===== src/include/ddsc_pkg.sv =====
// constants and types shared by the dual converter serial command block
package ddsc_pkg;

    // ************************************************
    // register map, register bus
    // ************************************************
    localparam int unsigned ADDR_W      = 5;
    localparam logic [4:0]  OFS_CTRL    = 5'h00;
    localparam logic [4:0]  OFS_STATUS  = 5'h04;
    localparam logic [4:0]  OFS_CHAN_A  = 5'h08;
    localparam logic [4:0]  OFS_CHAN_B  = 5'h0c;
    localparam logic        CTRL_EN_RST = 1'b1;
    localparam logic [1:0]  RESP_OKAY   = 2'h0;
    localparam logic [1:0]  RESP_SLVERR = 2'h2;

    // ************************************************
    // serial word layout
    // ************************************************
    localparam int unsigned CODE_W   = 10;
    localparam int unsigned CNT_W    = 4;
    localparam logic [3:0]  LAST_BIT = 4'hf;
    localparam logic [9:0]  CODE_RST = 10'h000;

    // ************************************************
    // commands, power targets and power modes
    // ************************************************
    localparam logic [3:0] CMD_DIR_A  = 4'h0;
    localparam logic [3:0] CMD_LD_A   = 4'h4;
    localparam logic [3:0] CMD_UPD_A  = 4'h8;
    localparam logic [3:0] CMD_DIR_AB = 4'hc;
    localparam logic [3:0] CMD_LD_AB  = 4'hd;
    localparam logic [3:0] CMD_UPD_AB = 4'he;
    localparam logic [3:0] CMD_PWR    = 4'hf;
    localparam logic [2:0] TGT_A      = 3'h0;
    localparam logic [2:0] TGT_B      = 3'h1;
    localparam logic [2:0] TGT_AB     = 3'h4;
    localparam logic [1:0] PWR_ON     = 2'h0;
    localparam logic [1:0] PWR_FLOAT  = 2'h1;
    localparam logic [1:0] PWR_1K     = 2'h2;
    localparam logic [1:0] PWR_100K   = 2'h3;
    localparam logic [1:0] PWR_RST    = PWR_100K;

    typedef enum logic {frm_idle, frm_shift} ddsc_frame_e;

endpackage


===== src/ddsc_top.sv =====
// serial command port, command decoder and register bus of the dual converter
//
// Design decisions made here: register access over AXI4-Lite and the register offsets.
`timescale 1ns/10ps
`default_nettype none

// How it works
// - a word starts only on the falling edge of select
// - while select low, each serial clock fall shifts one bit, msb first
// - after sixteen bits the word acts at once, select may stay low
// - select rising before the word is complete discards it, nothing changes
// - serial clock may idle high or low, only falling edges shift
// - word is four command bits, ten code bits, two suffix bits
// - code is unsigned straight binary, zero scale to full scale
// - each channel has input and output register, output follows output register
// - 0000 and 0001 write code straight to output register of A or B
// - 0100 and 0101 load input register of A or B only
// - 1000 and 1001 copy input register to output register of A or B
// - 1100 writes code into both input and both output registers
// - 1101 loads both input registers, outputs unchanged
// - 1110 copies both input registers to output registers together
// - 1111 is power control, word bits 4 to 2 select A, B or both
// - suffix 00 wakes, 01 floats, 10 one kilohm, 11 hundred kilohm
// - reset clears all input and output registers and powers both channels down at 100k
// - after sixteen bits clock and data are ignored until select falls
// - power changes never touch input or output registers
module ddsc_top
    import ddsc_pkg::*;
(
    // clock and reset
    input  wire logic                  aclk,
    input  wire logic                  aresetn,
    // register bus
    input  wire logic                  awvalid,
    output logic                       awready,
    input  wire logic [ddsc_pkg::ADDR_W-1:0] awaddr,
    input  wire logic                  wvalid,
    output logic                       wready,
    input  wire logic [31:0]           wdata,
    input  wire logic [3:0]            wstrb,
    output logic                       bvalid,
    input  wire logic                  bready,
    output logic [1:0]                 bresp,
    input  wire logic                  arvalid,
    output logic                       arready,
    input  wire logic [ddsc_pkg::ADDR_W-1:0] araddr,
    output logic                       rvalid,
    input  wire logic                  rready,
    output logic [31:0]                rdata,
    output logic [1:0]                 rresp,
    // serial pins
    input  wire logic                  select_n,
    input  wire logic                  serial_clk,
    input  wire logic                  serial_din,
    // converter side
    output logic [ddsc_pkg::CODE_W-1:0] analog_output_a,
    output logic [ddsc_pkg::CODE_W-1:0] analog_output_b,
    output logic [1:0]                 power_mode_a,
    output logic [1:0]                 power_mode_b
);
    import ddsc_pkg::*;

    function automatic logic cmd_pair(input logic [3:0] c, input logic [3:0] base);
        cmd_pair = (c[3:1] == base[3:1]);
    endfunction

    function automatic logic addr_ok(input logic [ADDR_W-1:0] a);
        addr_ok = (a == OFS_CTRL) || (a == OFS_STATUS) || (a == OFS_CHAN_A) || (a == OFS_CHAN_B);
    endfunction

    // ************************************************
    // pin synchronisers and edge finding
    // ************************************************
    logic              cs_m, cs_s, cs_q;
    logic              sck_m, sck_s, sck_q;
    logic              din_m, din_s, din_q;
    ddsc_frame_e       state, next_state;
    logic [CNT_W-1:0]  count;
    logic [14:0]       shift;
    logic              serial_en;

    always_ff @(posedge aclk) begin
        if (!aresetn) begin
            {cs_m, cs_s, cs_q} <= 3'h7;
            {sck_m, sck_s, sck_q} <= 3'h0;
            {din_m, din_s, din_q} <= 3'h0;
        end else begin
            {cs_m, cs_s, cs_q} <= {select_n, cs_m, cs_s};
            {sck_m, sck_s, sck_q} <= {serial_clk, sck_m, sck_s};
            {din_m, din_s, din_q} <= {serial_din, din_m, din_s};
        end
    end

    wire cs_fall   = cs_q & ~cs_s;
    wire sck_fall  = sck_q & ~sck_s;
    wire sck_rise  = ~sck_q & sck_s;
    // din_q is data seen while the clock was still high, safe for zero hold
    wire bit_take  = (state == frm_shift) & ~cs_s & sck_fall;
    wire exec      = bit_take & (count == LAST_BIT);

    // ************************************************
    // word fields
    // ************************************************
    wire [15:0]       word = {shift, din_q};
    wire [3:0]        cmd  = word[15:12];
    wire [CODE_W-1:0] code = word[11:2];
    wire [2:0]        tgt  = word[4:2];
    wire [1:0]        sfx  = word[1:0];

    // ************************************************
    // frame state machine
    // ************************************************
    always_comb begin
        next_state = state;
        case (state)
            frm_idle: begin
                if (cs_fall && serial_en) begin
                    next_state = frm_shift;
                end
            end
            frm_shift: begin
                if (cs_s || exec) begin
                    next_state = frm_idle;
                end
            end
            default: next_state = frm_idle;
        endcase
    end

    always_ff @(posedge aclk) begin
        if (!aresetn) begin
            state <= frm_idle;
            count <= '0;
            shift <= '0;
        end else begin
            state <= next_state;
            if (next_state == frm_idle) begin
                count <= '0;
            end else if (bit_take) begin
                count <= count + 1'b1;
            end
            if (bit_take) begin
                shift <= {shift[13:0], din_q};
            end
        end
    end

    // ************************************************
    // per channel registers
    // ************************************************
    logic [CODE_W-1:0] in_reg  [2];
    logic [CODE_W-1:0] out_reg [2];
    logic [1:0]        pwr     [2];

    for (genvar ch = 0; ch < 2; ch++) begin : g_chan
        localparam logic       SEL = 1'(ch);
        localparam logic [2:0] TGT = (ch == 0) ? TGT_A : TGT_B;
        wire one    = (cmd[0] == SEL);
        wire wr_dir = exec & ((cmd_pair(cmd, CMD_DIR_A) & one) | (cmd == CMD_DIR_AB));
        wire wr_ld  = exec & ((cmd_pair(cmd, CMD_LD_A) & one) | (cmd == CMD_LD_AB)
                              | (cmd == CMD_DIR_AB));
        wire wr_upd = exec & ((cmd_pair(cmd, CMD_UPD_A) & one) | (cmd == CMD_UPD_AB));
        wire wr_pwr = exec & (cmd == CMD_PWR) & ((tgt == TGT) | (tgt == TGT_AB));

        always_ff @(posedge aclk) begin
            if (!aresetn) begin
                in_reg[ch]  <= CODE_RST;
                out_reg[ch] <= CODE_RST;
                pwr[ch]     <= PWR_RST;
            end else begin
                if (wr_ld) begin
                    in_reg[ch] <= code;
                end
                if (wr_dir) begin
                    out_reg[ch] <= code;
                end else if (wr_upd) begin
                    out_reg[ch] <= in_reg[ch];
                end
                if (wr_pwr) begin
                    pwr[ch] <= sfx;
                end
            end
        end
    end

    assign analog_output_a = out_reg[0];
    assign analog_output_b = out_reg[1];
    assign power_mode_a    = pwr[0];
    assign power_mode_b    = pwr[1];

    // ************************************************
    // register bus slave
    // ************************************************
    logic              aw_held, w_held;
    logic [ADDR_W-1:0] aw_q;
    logic [31:0]       w_q;
    logic              strb0_q;

    assign awready = ~aw_held & ~bvalid;
    assign wready  = ~w_held & ~bvalid;
    assign arready = ~rvalid;
    wire do_write  = aw_held & w_held & ~bvalid;
    wire [31:0] rd_mux =
        (araddr == OFS_CTRL)   ? {31'h0, serial_en} :
        (araddr == OFS_STATUS) ? {27'h0, pwr[1], pwr[0], state == frm_shift} :
        (araddr == OFS_CHAN_A) ? {6'h0, in_reg[0], 6'h0, out_reg[0]} :
        (araddr == OFS_CHAN_B) ? {6'h0, in_reg[1], 6'h0, out_reg[1]} : 32'h0;

    always_ff @(posedge aclk) begin
        if (!aresetn) begin
            aw_held   <= 1'b0;
            w_held    <= 1'b0;
            aw_q      <= '0;
            w_q       <= '0;
            strb0_q   <= 1'b0;
            bvalid    <= 1'b0;
            bresp     <= RESP_OKAY;
            rvalid    <= 1'b0;
            rdata     <= '0;
            rresp     <= RESP_OKAY;
            serial_en <= CTRL_EN_RST;
        end else begin
            if (awvalid && awready) begin
                aw_held <= 1'b1;
                aw_q    <= awaddr;
            end
            if (wvalid && wready) begin
                w_held  <= 1'b1;
                w_q     <= wdata;
                strb0_q <= wstrb[0];
            end
            if (do_write) begin
                aw_held <= 1'b0;
                w_held  <= 1'b0;
                bvalid  <= 1'b1;
                bresp   <= addr_ok(aw_q) ? RESP_OKAY : RESP_SLVERR;
                if (aw_q == OFS_CTRL && strb0_q) begin
                    serial_en <= w_q[0];
                end
            end else if (bvalid && bready) begin
                bvalid <= 1'b0;
            end
            if (arvalid && arready) begin
                rvalid <= 1'b1;
                rdata  <= rd_mux;
                rresp  <= addr_ok(araddr) ? RESP_OKAY : RESP_SLVERR;
            end else if (rvalid && rready) begin
                rvalid <= 1'b0;
            end
        end
    end

    // ************************************************
    // checks
    // ************************************************
    frame_start_a: assert property (@(posedge aclk) disable iff (!aresetn)
        (state == frm_idle) && cs_fall && serial_en |=> (state == frm_shift) && (count == 4'h0))
        else $error("frame did not start on select fall");

    shift_msb_a: assert property (@(posedge aclk) disable iff (!aresetn)
        bit_take && !exec |=> (shift[0] == $past(din_q)) && (count == $past(count) + 4'h1))
        else $error("serial bit not shifted in");

    word_act_a: assert property (@(posedge aclk) disable iff (!aresetn)
        exec && (cmd == CMD_DIR_AB) |=> (out_reg[0] == $past(code)) && (out_reg[1] == $past(code))
        && (in_reg[0] == $past(code)) && (state == frm_idle))
        else $error("complete word not acted on");

    abort_keep_a: assert property (@(posedge aclk) disable iff (!aresetn)
        (state == frm_shift) && cs_s |=> (state == frm_idle) && $stable(out_reg[0])
        && $stable(out_reg[1]) && $stable(pwr[0]) && $stable(in_reg[1]))
        else $error("partial word changed state");

    rise_ignored_a: assert property (@(posedge aclk) disable iff (!aresetn)
        sck_rise |=> $stable(count) && $stable(shift))
        else $error("rising clock edge shifted data");

    direct_a_a: assert property (@(posedge aclk) disable iff (!aresetn)
        exec && (cmd == CMD_DIR_A) |=> (out_reg[0] == $past(code)) && $stable(out_reg[1]))
        else $error("direct write to A wrong");

    load_b_a: assert property (@(posedge aclk) disable iff (!aresetn)
        exec && (cmd == 4'h5) |=> (in_reg[1] == $past(code)) && $stable(out_reg[1]) && $stable(in_reg[0]))
        else $error("load of B wrong");

    load_both_a: assert property (@(posedge aclk) disable iff (!aresetn)
        exec && (cmd == CMD_LD_AB) |=> (in_reg[0] == $past(code)) && (in_reg[1] == $past(code))
        && $stable(out_reg[0]) && $stable(out_reg[1]))
        else $error("load of both wrong");

    copy_a_a: assert property (@(posedge aclk) disable iff (!aresetn)
        exec && (cmd == CMD_UPD_A) |=> (out_reg[0] == $past(in_reg[0])) && $stable(in_reg[0]))
        else $error("copy of A wrong");

    copy_both_a: assert property (@(posedge aclk) disable iff (!aresetn)
        exec && (cmd == CMD_UPD_AB) |=> (out_reg[0] == $past(in_reg[0])) && (out_reg[1] == $past(in_reg[1])))
        else $error("copy of both wrong");

    power_set_a: assert property (@(posedge aclk) disable iff (!aresetn)
        exec && (cmd == CMD_PWR) && (tgt == TGT_B) |=> (pwr[1] == $past(sfx)) && $stable(pwr[0])
        && $stable(out_reg[1]) && $stable(in_reg[1]))
        else $error("power control of B wrong");

    reset_val_a: assert property (@(posedge aclk)
        !aresetn |=> (out_reg[0] == CODE_RST) && (in_reg[1] == CODE_RST) && (pwr[0] == PWR_100K)
        && (pwr[1] == PWR_100K))
        else $error("reset values wrong");

    sleep_frame_a: assert property (@(posedge aclk) disable iff (!aresetn)
        (state == frm_idle) && !cs_fall |=> (state == frm_idle) && (count == 4'h0))
        else $error("frame restarted without select fall");

    bad_target_a: assert property (@(posedge aclk) disable iff (!aresetn)
        exec && (cmd == CMD_PWR) && (tgt != TGT_A) && (tgt != TGT_B) && (tgt != TGT_AB)
        |=> $stable(pwr[0]) && $stable(pwr[1]))
        else $error("unknown power target acted on");

    noop_cmd_a: assert property (@(posedge aclk) disable iff (!aresetn)
        exec && cmd[1] && (cmd[3:2] != 2'h3) |=> $stable(out_reg[0]) && $stable(in_reg[0])
        && $stable(out_reg[1]) && $stable(in_reg[1]) && $stable(pwr[0]))
        else $error("unlisted command changed state");

endmodule
`default_nettype wire


===== config.mk =====
export PLATFORM = sky130hd
export DESIGN_NAME = ddsc_top
export DESIGN_NICKNAME = d
export VERILOG_FILES = /design/src/include/ddsc_pkg.sv /design/src/ddsc_top.sv
export SDC_FILE = /design/constraint.sdc
export NUM_CORES = 1
export LEC_CHECK = 0
export BUFFER_PORTS_ARGS = -buffer_cell sky130_fd_sc_hd__clkbuf_2
export CELL_PAD_IN_SITES_DETAIL_PLACEMENT = 0
export CELL_PAD_IN_SITES_GLOBAL_PLACEMENT = 1
export CORE_ASPECT_RATIO = 0.8
export CORE_UTILIZATION = 28
export DETAILED_ROUTE_END_ITERATION = 8
export PLACE_DENSITY = 0.63
export SLEW_MARGIN = 20
export SYNTH_ARGS = -nofsm -noshare
export SYNTH_HDL_FRONTEND = slang
export SYNTH_SLANG_ARGS = --single-unit

===== constraint.sdc =====
create_clock -name aclk -period 4.8 [get_ports aclk]
set_input_delay 0.96 -clock aclk [delete_from_list [all_inputs] [get_ports aclk]]
set_output_delay 0.96 -clock aclk [all_outputs]
set_load 0.005 [all_outputs]

==> run metrics <==
status=finished, final reports clean; cell-internal power=around 1.4 mW; via count=3,469; sequential fraction of the synthesis area=between 50 and 60%; CP Cell Sequence=and4bb_1, and2_2, nand3_1, o31ai_2; sw power=0.390 mW; largest net degree at the start of global routing=48; Syn Area/Cell=10.7 sq um; Pwr Density=between 300 and 400 mW/mm^2; dpl cells=715; Clock Sinks=between 100 and 150; period utilisation layout=58.8%; CTS Buf Count=9; multi-input combinational cell area=0.00202 sq mm; Worst R2R Setup Slack=between 1500 and 2000 ps; total negative setup slack=0 ps; Vias/cell=around 4.7; Die Height=between 100 and 150 um; min Tclk post-route=2820 ps; leakage power=2.10 nW; reg2reg end=in_reg[1][8]; # port buffers=72; switch share=approximately 22%; Post-route DRC=0; reg-to-reg critical path startpoint=state; slew at the pin closest to its max-slew limit=roughly 990 ps; vias in the first global route=3,317; ys flop type=dfxtp_1; Seq cells post-synth=107; Sequential Power Share=between 50% and 60%; CP Data Arrival Time=2790 ps; CTS resizes=0; fin cells=731; Routed Wire Length=11,100 um; gpl congestion=around 0.75; max incr delay on CP=840 ps; leading cell types in the layout, fill and taps excluded=72 x clkbuf_2, 65 x nand2_1, 63 x dfxtp_1, 44 x edfxtp_1, 38 x and2_1; Slew Limit Fails=0; Synth Instances=between 400 and 500; Crit Path Class=flop to flop; utilization after layout=33.4%; Netlist cell types=48; Setup crit end kind=flop; Post-CTS Repair Setup Buffers=0; hold path endpoint=cs_s; Storage cell area=0.00258 sq mm; DP Area=0.00528 sq mm; Root Buffer Master=clkbuf_16; Comb power frac=5.4%; relative slew slack=33.3%; slowest CP cell=o31ai_2; part of the power in the clock network=between 30 and 40%; Final Cell Area=0.00555 sq mm; final setup violating endpoints=0; CTS Buffer Depth=2; HPWL after detailed placement=7790 um; Final Hold Vio Count=0; yosys warns=0; Post-synth EDFFs=44; core area=between 0.015 and 0.02 sq mm; clock latency on the worst-skew pair=350 ps; diode count=0; Synth Cell Area=0.00478 sq mm; Row Count=42; fillers=1,706; H-tree levels=3; Die ar.=0.0176 sq mm; post-route clock skew=7.02 ps; fin nets=approximately 560; Post-CTS Hold Fix Bufs=0; most common cell after layout, fill and taps aside=clkbuf_2; Fmax=354 MHz; Total Routing Usage GR=a little over an eighth; Max VDD drop=148 uV; largest fanout on the critical path=19; DR iter-0 viols=142; HP Class=flop to flop; grt ovf=0; initial antenna violation count=0; asr flop ratio synth=0%; die width=148 um; hold depth=1; Req. time, crit path=approximately 4800 ps; Starting Density=between 20% and 30%; number of max-cap violations=0; first-pass GRT wire length=17,600 um; antenna viol nets, final=0; Worst-path clk slew=70 ps; FF-to-FF path depth=4; Hold Crit Start=cs_m; RSZ-0062 raised after global routing=no; Design Power=1.77 mW; synth-to-layout area growth=16.2%; Worst setup SP type=flop; CTS tree=yes; Avg WL per Cell=roughly 15 um; Initial DRT Pass Iterations=5; io pins=121; layout cell share with drive strength beyond 1=22.5%
-- layer usage --
layer	global-route usage [%]	part of all wire (%)
met4	5.99	2.7
met1	17.1	46
met3	2.80	5.0
met2	20.6	46
met5	0	0
-- cell usage after synthesis (4+ instances only) --
| master | number | area, sq um |
|---|---|---|
| buf_2 | 9 | 45.0 |
| edfxtp_1 | 44 | 1320 |
| nor2b_1 | 13 | 81.3 |
| o21ai_0 | 34 | 170 |
| mux2i_1 | 24 | 240 |
| nor2_1 | 8 | 30.0 |
| o221a_2 | 10 | 113 |
| a21boi_0 | 16 | 120 |
| dfxtp_1 | 63 | 1260 |
| mux2_2 | 4 | 45.0 |
| o22a_1 | 12 | 105 |
| a21oi_1 | 5 | 25.0 |
| clkbuf_1 | 13 | 48.8 |
| nand2b_1 | 9 | 56.3 |
| nand2_1 | 65 | 244 |
| a22oi_1 | 15 | 113 |
| and2_1 | 38 | 238 |
| buf_4 | 17 | 128 |
-- cell families (layout without fill, tap and decap cells) --
group	after synthesis	count (layout)	synth area share (%)
and+or+nand+nor	161	161	18.4
DFF	107	107	54.1
AOI/OAI and AO/OA	102	102	15.2
buffers and inverters	41	94	4.79
muxes	29	29	6.44
xor gates and xnor gates	3	3	0.707
adders and majority gates	1	1	0.262
other	1	14	0.0785
-- power groups by stage --
| stage | Clock, mW | Sequential (mW) | Combinational, mW |
|---|---|---|---|
| after floorplan | 0 | 1.00 | 0.0663 |
| final | 0.688 | 0.986 | 0.0949 |
| after CTS | 0.714 | 0.985 | 0.0966 |
| after global placement | 0 | 1.00 | 0.0944 |
| after global routing | 0.746 | 0.988 | 0.106 |
| after detailed placement | 0 | 1.01 | 0.0965 |
-- layout make-up --
class,count,share of cell area (%)
clock inverters,4,0.451
well taps,220,4.96
multi-input cells,310,36.4
flip-flops and latches,107,46.5
clock buffers,12,4.44
repair buffers,77,7.17
inverters,1,0.0676
-- per-stage QoR --
stage / setup WS, ps / hold slack (ps)
2_1_floorplan: 2520 / 386
3_3_place_gp: 1970 / 401
3_5_place_dp: 1940 / 408
4_1_cts: 1930 / 423
5_1_grt: 1740 / 432
6_report: 1980 / 416
-- worst max-delay path by stage --
stage          startpoint           end  slack [ps]  cells after the start
6_report            state  in_reg[1][8]        1980                      4
5_1_grt             state  in_reg[1][8]        1740                      4
4_1_cts             state  in_reg[1][8]        1930                      4
3_5_place_dp        state  in_reg[1][8]        1940                      4
3_3_place_gp        state  in_reg[1][3]        1970                      4
2_1_floorplan       sck_s  in_reg[0][0]        2520                      5
-- worst max-delay path: cells and delay by family, from the launching register on --
kind,cells,cell delay (ps)
flops,1,400
simple gates,3,1200
compound gates,1,840
Note: power is estimated with default switching activity, not from simulation.
